$ cat config.mk
export PLATFORM = sky130hd
export DESIGN_NAME = ogm_glyph_access
export DESIGN_NICKNAME = d
export VERILOG_FILES = /design/src/pkg/ogm_pkg.sv /design/src/logic/ogm_glyph_access.sv /design/src/logic/ogm_glyph_store.sv
export VERILOG_INCLUDE_DIRS = /design/src /design/src/pkg
export SDC_FILE = /design/constraint.sdc
export NUM_CORES = 1
export LEC_CHECK = 0
export BUFFER_PORTS_ARGS = -buffer_cell sky130_fd_sc_hd__buf_2
export CAP_MARGIN = 20
export CORE_MARGIN = 2
export CORE_UTILIZATION = 55
export DETAILED_ROUTE_END_ITERATION = 6
export PLACE_DENSITY = 0.75
export SYNTH_ARGS = -nofsm -noshare
export SYNTH_HDL_FRONTEND = slang
export SYNTH_SLANG_ARGS = --single-unit
$ cat constraint.sdc
create_clock -name clk_in -period 3.1 [get_ports clk_in]
set_input_delay 0.465 -clock clk_in [delete_from_list [all_inputs] [get_ports clk_in]]
set_output_delay 0.465 -clock clk_in [all_outputs]
set_load 0.005 [all_outputs]
$ cat src/pkg/ogm_consts.svh
`ifndef OGM_CONSTS_SVH
`define OGM_CONSTS_SVH

// ***************************************************************
// Register write addresses; a read uses the same address plus the flag
// ***************************************************************
`define OGM_ADDR_CMD        8'h08
`define OGM_ADDR_GLYPH_IDX  8'h09
`define OGM_ADDR_BYTE_IDX   8'h0A
`define OGM_ADDR_PIXEL      8'h0B
`define OGM_READ_FLAG       8'h80

// ***************************************************************
// Reset values and command nibbles
// ***************************************************************
`define OGM_CMD_RESET       8'h00
`define OGM_IDX_RESET       8'h00
`define OGM_BIDX_RESET      8'h00
`define OGM_PIXEL_RESET     8'h00
`define OGM_NIB_PROGRAM     4'hA
`define OGM_NIB_LOAD        4'h5
`define OGM_NIB_MSB         7
`define OGM_NIB_LSB         4

// ***************************************************************
// Geometry
// ***************************************************************
`define OGM_BYTE_W          8
`define OGM_GLYPH_COUNT     256
`define OGM_GLYPH_IDX_W     8
`define OGM_SHADOW_BYTES    64
`define OGM_GLYPH_USED      54
`define OGM_BIDX_W          6
`define OGM_ROW_W           512
`define OGM_CNT_W           21

// ***************************************************************
// Timing
// ***************************************************************
`define OGM_CLK_PERIOD_NS   10
`define OGM_LOAD_TIME_NS    500
`define OGM_PROG_TIME_MS    12
`define OGM_NS_PER_MS       1000000
`define OGM_LOAD_CYCLES     (`OGM_LOAD_TIME_NS / `OGM_CLK_PERIOD_NS)
`define OGM_PROG_CYCLES     (`OGM_PROG_TIME_MS * `OGM_NS_PER_MS / `OGM_CLK_PERIOD_NS)

`endif

$ cat src/pkg/ogm_pkg.sv
`include "ogm_consts.svh"

package ogm_pkg;

   typedef logic [`OGM_BYTE_W-1:0]      ogm_byte_type;
   typedef logic [`OGM_BIDX_W-1:0]      ogm_bidx_type;
   typedef logic [`OGM_GLYPH_IDX_W-1:0] ogm_gidx_type;
   typedef logic [`OGM_ROW_W-1:0]       ogm_row_type;
   typedef logic [`OGM_CNT_W-1:0]       ogm_cnt_type;

   typedef enum logic [1:0] {
      OGM_IDLE,
      OGM_LOAD,
      OGM_PROG
   } ogm_state_type;

endpackage : ogm_pkg
$ cat src/logic/ogm_glyph_access.sv
`timescale 1ns/100ps
`include "ogm_consts.svh"

// Summary of operation
// - Index, data, command writes need idle, display off
// - Only whole glyphs move between store, shadow
// - Host writes shadow buffer one byte per access
// - Nibble 1010 programs shadow into indexed glyph
// - Program holds busy about twelve milliseconds
// - Program end clears command and busy
// - Nibble 0101 loads indexed glyph into shadow
// - Load busy half microsecond, then auto clear
// - Commands ignored while display on or busy
// - Every register readable at any time
// - Full eight-bit index picks one of 256
// - Low six byte-index bits pick shadow byte
// - Data byte holds four 2-bit pixels, leftmost high
// - Write at base, read at base plus 80h
// - Busy status reads 1 while store unavailable

module ogm_glyph_access #(
   parameter int unsigned PROG_CYCLES = `OGM_PROG_CYCLES // Program busy length in cycles
) (
   input  wire logic                  clk_in,         // System clock, 100 MHz
   input  wire logic                  arst_n_in,      // Asynchronous reset, active low
   input  wire logic                  reg_wr_in,      // Register write strobe
   input  wire logic                  reg_rd_in,      // Register read strobe
   input  wire ogm_pkg::ogm_byte_type reg_addr_in,    // Register address
   input  wire ogm_pkg::ogm_byte_type reg_wdata_in,   // Register write data
   input  wire logic                  osd_enable_in,  // video_mode_control_zero bit 3
   output ogm_pkg::ogm_byte_type      reg_rdata_out,  // Registered read data
   output logic                       store_busy_out  // Store unavailable flag
);
   import ogm_pkg::*;

   localparam int unsigned LOAD_CYCLES = `OGM_LOAD_CYCLES;
   localparam int          LOAD_TAIL_I = LOAD_CYCLES - 1;
   localparam ogm_cnt_type LOAD_LAST   = `OGM_CNT_W'(LOAD_CYCLES - 1);
   localparam ogm_cnt_type PROG_LAST   = `OGM_CNT_W'(PROG_CYCLES - 1);

   // ***************************************************************
   // Address decode
   // ***************************************************************
   function automatic logic reg_hit(input ogm_byte_type addr, input ogm_byte_type base,
                                    input logic rd);
      reg_hit = (addr == (rd ? (base | `OGM_READ_FLAG) : base));
   endfunction

   ogm_state_type state_q;
   ogm_state_type state_d;
   ogm_cnt_type   cnt_q;
   ogm_cnt_type   cnt_d;
   ogm_byte_type  cmd_q;
   ogm_byte_type  cmd_d;
   ogm_gidx_type  gidx_q;
   ogm_gidx_type  gidx_d;
   ogm_byte_type  bidx_q;
   ogm_byte_type  bidx_d;
   ogm_byte_type  pix_q;
   ogm_byte_type  pix_d;
   ogm_byte_type  rdata_q;
   ogm_byte_type  rdata_d;
   logic          busy_q;
   logic          busy_d;
   ogm_byte_type  shadow_q [`OGM_SHADOW_BYTES];
   ogm_row_type   shadow_row;
   ogm_row_type   store_rdata;
   ogm_bidx_type  bsel;
   ogm_byte_type  rd_sel;

   wire wr_ok      = reg_wr_in && !busy_q && !osd_enable_in;
   wire cmd_wr     = wr_ok && reg_hit(reg_addr_in, `OGM_ADDR_CMD, 1'b0);
   wire gidx_wr    = wr_ok && reg_hit(reg_addr_in, `OGM_ADDR_GLYPH_IDX, 1'b0);
   wire bidx_wr    = wr_ok && reg_hit(reg_addr_in, `OGM_ADDR_BYTE_IDX, 1'b0);
   wire pix_wr     = wr_ok && reg_hit(reg_addr_in, `OGM_ADDR_PIXEL, 1'b0);
   wire [`OGM_NIB_MSB:`OGM_NIB_LSB] cmd_nib = reg_wdata_in[`OGM_NIB_MSB:`OGM_NIB_LSB];
   wire start_load = cmd_wr && (cmd_nib == `OGM_NIB_LOAD);
   wire start_prog = cmd_wr && (cmd_nib == `OGM_NIB_PROGRAM);
   wire load_done  = (state_q == OGM_LOAD) && (cnt_q == LOAD_LAST);
   wire prog_done  = (state_q == OGM_PROG) && (cnt_q == PROG_LAST);
   wire op_done    = load_done || prog_done;

   // ***************************************************************
   // Transfer sequencing
   // ***************************************************************
   assign state_d = start_load ? OGM_LOAD :
                    start_prog ? OGM_PROG :
                    op_done    ? OGM_IDLE : state_q;
   assign cnt_d   = (start_load || start_prog || op_done) ? '0 :
                    (state_q != OGM_IDLE) ? cnt_q + 1'b1 : cnt_q;
   assign busy_d  = (start_load || start_prog) ? 1'b1 :
                    op_done ? 1'b0 : busy_q;
   assign cmd_d   = op_done ? `OGM_CMD_RESET :
                    cmd_wr  ? reg_wdata_in : cmd_q;

   // ***************************************************************
   // Index and data registers
   // ***************************************************************
   assign gidx_d = gidx_wr ? reg_wdata_in : gidx_q;
   assign bidx_d = bidx_wr ? reg_wdata_in : bidx_q;
   assign pix_d  = pix_wr  ? reg_wdata_in : pix_q;
   assign bsel   = bidx_q[`OGM_BIDX_W-1:0];

   always_ff @(posedge clk_in or negedge arst_n_in) begin
      if (!arst_n_in) begin
         state_q <= OGM_IDLE;
         cnt_q   <= '0;
         busy_q  <= 1'b0;
         cmd_q   <= `OGM_CMD_RESET;
         gidx_q  <= `OGM_IDX_RESET;
         bidx_q  <= `OGM_BIDX_RESET;
         pix_q   <= `OGM_PIXEL_RESET;
         rdata_q <= `OGM_PIXEL_RESET;
      end else begin
         state_q <= state_d;
         cnt_q   <= cnt_d;
         busy_q  <= busy_d;
         cmd_q   <= cmd_d;
         gidx_q  <= gidx_d;
         bidx_q  <= bidx_d;
         pix_q   <= pix_d;
         rdata_q <= rdata_d;
      end
   end

   // ***************************************************************
   // Shadow buffer: byte writes from the host, whole-row fills on load
   // ***************************************************************
   genvar gi;
   generate
      for (gi = 0; gi < `OGM_SHADOW_BYTES; gi++) begin : g_shadow
         wire byte_wr = pix_wr && (bsel == `OGM_BIDX_W'(gi));
         always_ff @(posedge clk_in or negedge arst_n_in) begin
            if (!arst_n_in) begin
               shadow_q[gi] <= `OGM_PIXEL_RESET;
            end else if (load_done) begin
               shadow_q[gi] <= store_rdata[gi*`OGM_BYTE_W +: `OGM_BYTE_W];
            end else if (byte_wr) begin
               shadow_q[gi] <= reg_wdata_in;
            end
         end
         assign shadow_row[gi*`OGM_BYTE_W +: `OGM_BYTE_W] = shadow_q[gi];
      end
   endgenerate

   // ***************************************************************
   // Nonvolatile glyph array
   // ***************************************************************
   ogm_glyph_store u_store (
      .clk_in    (clk_in),
      .wr_en_in  (start_prog),
      .addr_in   (gidx_q),
      .wdata_in  (shadow_row),
      .rdata_out (store_rdata)
   );

   // ***************************************************************
   // Read path, open at all times
   // ***************************************************************
   assign rd_sel = reg_hit(reg_addr_in, `OGM_ADDR_CMD, 1'b1)       ? cmd_q  :
                   reg_hit(reg_addr_in, `OGM_ADDR_GLYPH_IDX, 1'b1) ? gidx_q :
                   reg_hit(reg_addr_in, `OGM_ADDR_BYTE_IDX, 1'b1)  ? bidx_q :
                   reg_hit(reg_addr_in, `OGM_ADDR_PIXEL, 1'b1)     ? pix_q  :
                   `OGM_PIXEL_RESET;
   assign rdata_d = reg_rd_in ? rd_sel : rdata_q;

   assign reg_rdata_out  = rdata_q;
   assign store_busy_out = busy_q;
endmodule // ogm_glyph_access

$ cat src/logic/ogm_glyph_store.sv
`timescale 1ns/100ps
`include "ogm_consts.svh"

module ogm_glyph_store (
   input  wire logic                clk_in,      // System clock
   input  wire logic                wr_en_in,    // Write whole glyph row
   input  wire ogm_pkg::ogm_gidx_type addr_in,   // Glyph select
   input  wire ogm_pkg::ogm_row_type  wdata_in,  // Row to store
   output ogm_pkg::ogm_row_type       rdata_out  // Registered row read
);
   import ogm_pkg::*;

   // ***************************************************************
   // Nonvolatile glyph array, one 64-byte row per glyph
   // ***************************************************************
   ogm_row_type mem_q [`OGM_GLYPH_COUNT];
   ogm_row_type rdata_q;

   always_ff @(posedge clk_in) begin
      if (wr_en_in) begin
         mem_q[addr_in] <= wdata_in;
      end
      rdata_q <= mem_q[addr_in];
   end

   assign rdata_out = rdata_q;

endmodule // ogm_glyph_store

== Word-level counts from Yosys, hierarchy flattened ==
Cells that the tools add are included.

* Flip-flop bits (word level): 64
* Latch bits: 0
* Memory bits (writable): 0
* Bits in read-only memories: 0
* Bits of input ports: 21
* Output and inout bits: 9
* Word-level logic and storage cells: 56
* Memories: 0

* $add $sub $neg: 1
* Multiply operators: 0
* Divide/modulo/power cells: 0
* $lt $le $gt $ge: 0
* Equality and inequality tests: 14
* Shift operators: 0
* Multiplexer cells: 13
* Bitwise logic cells: 0
* Reduce and logical (&&, ||, !) cells: 20

{| class="wikitable"
|+ Operators with widths
! cell !! count
|-
| two-way mux 8 bit || 6
|-
| two-way mux 21 bit || 2
|-
| == test 8 x 4 -> 1 bit (second input constant) || 4
|-
| == test 8 bit (second input constant) || 4
|-
| adder 21 x 1 -> 21 bit (second input constant) || 1
|-
| == test 21 bit (second input constant) || 1
|-
| == test 21 x 6 -> 1 bit (second input constant) || 1
|-
| logical AND 1 bit || 10
|-
| nonzero test 2 bit || 4
|-
| two-way mux 2 bit || 3
|-
| == test 4 x 3 -> 1 bit (second input constant) || 1
|-
| == test 4 bit (second input constant) || 1
|-
| logical OR 1 bit || 3
|-
| nonzero test 3 bit || 1
|-
| == test 2 x 1 -> 1 bit (second input constant) || 1
|-
| == test 2 bit (second input constant) || 1
|-
| logical NOT 1 bit || 2
|-
| two-way mux 1 bit || 2
|}

== Logic depth before layout (Yosys ltp) ==
* Word-level depth: 8
* Gate-level depth with buffers: 7
* Mapped depth without buffers: 6

== Worst setup path after synthesis ==
No wires, ideal clock.

* Path kind: register -> register
* Start point: register cnt_q[2]
* End point: register cnt_q[19]
* Setup time: 0.087 ns
* Arrival: 1.824 ns
* Required time: 3.013 ns
* Path slack: 1.190 ns
* Stages on the path, launching flop included: 6
* Path buffers: 1
* Clock period less this slack: 1.910 ns
* Cells stage by stage: dfrtp_1 -> o2111ai_4 -> or3_1 -> buf_2 -> or4_4 -> a211oi_2

* Cells in the longest elaborated chain, start to end: 5
* Elaborated cells between the ends (all ways): 10
* Classes of those cells: 1 x add/sub; 2 x eq/ne; 2 x mux; 5 x reduce/logical

{| class="wikitable"
|+ Ends and longest elaborated chain
! element !! line !! RTL
|-
| from (decl) || ogm_glyph_access.sv:51 || <nowiki>ogm_cnt_type cnt_q;</nowiki>
|-
| from (signal assigned) || ogm_glyph_access.sv:116 || <nowiki>cnt_q <= cnt_d;</nowiki>
|-
| branches (longest 5 deep; another with adder 21 x 1 -> 21 bit) || n/a ||
|}

Several ways; the timed one is not identified. The select of a mux whose other input is x is not followed.
A chain may end at the register's enable or synchronous reset.

== Final worst setup path ==
* Start point: register cnt_q[0]
* End point: register cnt_q[1]

The elaborated chain is that of the path after synthesis.

==> impl_results.md <==
- Syn_nets: between 200 and 300
- Minimum clock period: 2.142 ns
- Area Overhead vs Synth: 14.57%
- Pre-CTS setup slack: about 0.94 ns
- Seq cells post-synth: 64
- GRT busiest layer: met2
- Total gr overflow: 0
- Element type at the critical path start: flop
- First-pass GRT wire length: 10.81 mm
- Storage element area: 1602 um2
- Fillers: 450
- Total track usage: 0.2301
- Clock sink count: 64
- Final ANT Viol Nets: 0
- Met3 usage: 0.05909
- Actual slew at the worst max-slew pin: 0.5694 ns
- Avg Cell Area, Syn: 11.74 um2
- Sw Pwr: approximately 0.38 mW
- Share of power burned in registers: 0.498
- H-tree depth: 3
- Via density: 5.941
- Mapped Area: ~3100 um2
- # DRC: 0
- Dpl hpwl: 4.388 mm
- Synth area leaders: dfrtp_1 52%, mux2_2 8.7%, mux4_2 5.8%
- Yosys warns: 0
- Ant diodes: 0
- Root Buffer: clkbuf_8
- RSZ-0062 raised after global routing: no
- CTS tree: done
- Die Wd: roughly 79 um
- Post-route cell area: about 3600 um2
- Endpoint class of the critical path: flop
- Power Internal: 1.310 mW
- HP Class: in2async
- Async SR Flop Fraction: 1.000
- Layout cells sized above 1: 0.2857
- Clock Latency Late Sink: 0.34 ns
- Top FF cell, synth: dfrtp_1
- Post-synth EDFFs: 0
- Input/output buffers: 29
- Clk pwr share: 0.466
- Total CTS buffers: 9
- Layout Nets: 319
- Met1 Track Usage GR: 0.3044
- Routed wire length: 6.355 mm
- Top-count cell post-synth: dfrtp_1
- Fin Setup TNS: 0 ns
- Worst EP required: 3.31 ns
- Vias in the first global route: 2192
- Boundary Pins: 30
- Final Hold Viols: 0
- Max Cap Violations: 0
- Initial antenna violation count: 0
- Via count: around 2200
- CP arrival: between 2 and 2.5 ns
- Initial core utilization: 0.5663
- Setup violators final: 0
- Slew Viols, Final: 0
- Comb power frac: 0.037
- Sw Share: 0.2251
- Core area: 5473 um2
- GR met2 Demand/Resource: 0.3780
- PostCTS Resize Cnt: 0
- Peak supply drop: around 0.36 mV
- Peak Freq: ~0.47 GHz
- Clk slew on worst S/H paths: 0.07 ns
- CTS Hold Buffers Added: 0
- Multi-input gate area: 1376 um2
- Largest net degree at the start of global routing: 45
- CP Max Fanout: 22
- Post-synth top cells: 64 x dfrtp_1, 24 x mux2_2, 20 x inv_1, 15 x nor3_1, 13 x nor2_1
- 1st-iter DRT viols: 109
- Syn Inst Count: 264
- Clock skew: 0.008105 ns
- Status: finished clean
- Die height: 79.07 um
- Post-synthesis sequential area ratio: 0.5168
- Setup CP Type: reg2reg
- Row Count: 27
- Final period util: 0.6911
- Leakage: 1.647 nW
- Cell area after placement: between 3000 and 4000 um2
- GP Congestion: roughly 0.8
- Slew HR: 0.6204
- Wirelength per Cell: 17.04 um
- Die area: approximately 6300 um2
- Synth top area share: 0.5168
- Yosys cell types: 42
- DR pass1 iterations: 4
- PD cells: 476.0 nW/um2
- Area leader, netlist: dfrtp_1
- PnR worst setup slack: ~0.96 ns
- Bufs on Longest Clock Path: 2
- Setup Fix Bufs, Post-CTS: 0
## logic make-up after synthesis
kind of cell,Yosys count,share of synthesized area
simple gates,81,0.1494
flops,64,0.5168
mux,40,0.1712
compound gates,32,0.07752
buf+inv,32,0.04037
xor+xnor,13,0.03674
fa+ha+maj,2,0.008073
## routing by layer
metal,wire [um],vias to the layer above
li1,-,1041
met1,2831,1121
met3,215,5
met4,49,0
met5,0,-
met2,3259,49
## layout make-up
type                    instances  share of cell area
flip-flops and latches         64              0.4510
multi-input cells             168              0.3876
repair buffers                 33             0.05285
clock buffers                   9             0.03488
clock inverters                 7             0.02713
well taps                      72             0.02537
inverters                      20             0.02114
## flip-flops by register name (all words and copies together) (netlist names)
| name | cells |
|---|---|
| pix_q | 8 |
| state_q | 2 |
| cmd_q | 8 |
| reg_rdata_out | 8 |
| cnt_q | 21 |
| store_busy_out | 1 |
| bidx_q | 8 |
| gidx_q | 8 |
## cell usage in the layout (no fill, tap or decap), types with 3 or more instances in the layout
cell,netlist,routed
xnor2_1,5,5
nor3_1,15,15
mux2_2,24,24
buf_4,0,3
nand2_1,9,9
mux4_2,8,8
and3_1,3,3
inv_1,20,20
mux2i_1,8,8
nor2_1,13,13
nor4_1,4,4
or4_1,5,5
o22ai_1,10,10
buf_2,4,29
clkinvlp_4,0,3
dfrtp_1,64,64
o21ai_0,4,4
nand3_1,5,5
or3_1,3,3
clkbuf_8,0,9
o31ai_1,5,5
nand4_1,11,11
xor2_1,8,8
a211oi_1,6,6
## worst paths after layout
check | cells past startpoint | startpoint | slack (ns) | endpoint
setup / recovery | 6 | cnt_q[0] | 0.96 | cnt_q[1]
hold / removal | 1 | arst_n_in | 0.07 | cnt_q[14]
setup reg to reg | 6 | cnt_q[0] | 0.96 | cnt_q[1]
hold reg to reg | 1 | pix_q[6] | 0.50 | pix_q[6]
max in group asynchronous | 2 | arst_n_in | 2.11 | store_busy_out
min in group clk_in | 2 | reg_wdata_in[3] | 0.40 | bidx_q[3]
## critical path, cell delays in order (launching register included)
cell and delay (ns):
dfrtp_1 0.44, ha_1 0.22, nand2_1 0.06, or4_1 0.48, a21oi_2 0.49, buf_12 0.24
a2111oi_0 0.08
## power by group through the flow
stage	combinational, mW	sequential, mW	clock (mW)
floorplan	0.0236	0.856	0
global placement	0.0629	0.857	0
detailed placement	0.0632	0.857	0
CTS	0.0635	0.841	0.802
global route	0.0705	0.841	0.837
finish	0.0619	0.841	0.787
## through the flow
| step | total power, mW | hold slack (ns) | utilization | cells |
|---|---|---|---|---|
| 2_1_floorplan | 0.8797 | 0.1694 | - | 264 |
| 3_3_place_gp | 0.9198 | 0.4425 | 0.6086 | 357 |
| 3_5_place_dp | 0.9202 | 0.4474 | 0.6086 | 357 |
| 4_1_cts | 1.706 | 0.07158 | 0.6488 | 373 |
| 5_1_grt | 1.749 | 0.08846 | 0.6488 | 373 |
| 6_report | 1.690 | 0.06603 | 0.6488 | 373 |
Note: power is estimated with default switching activity, not from simulation.
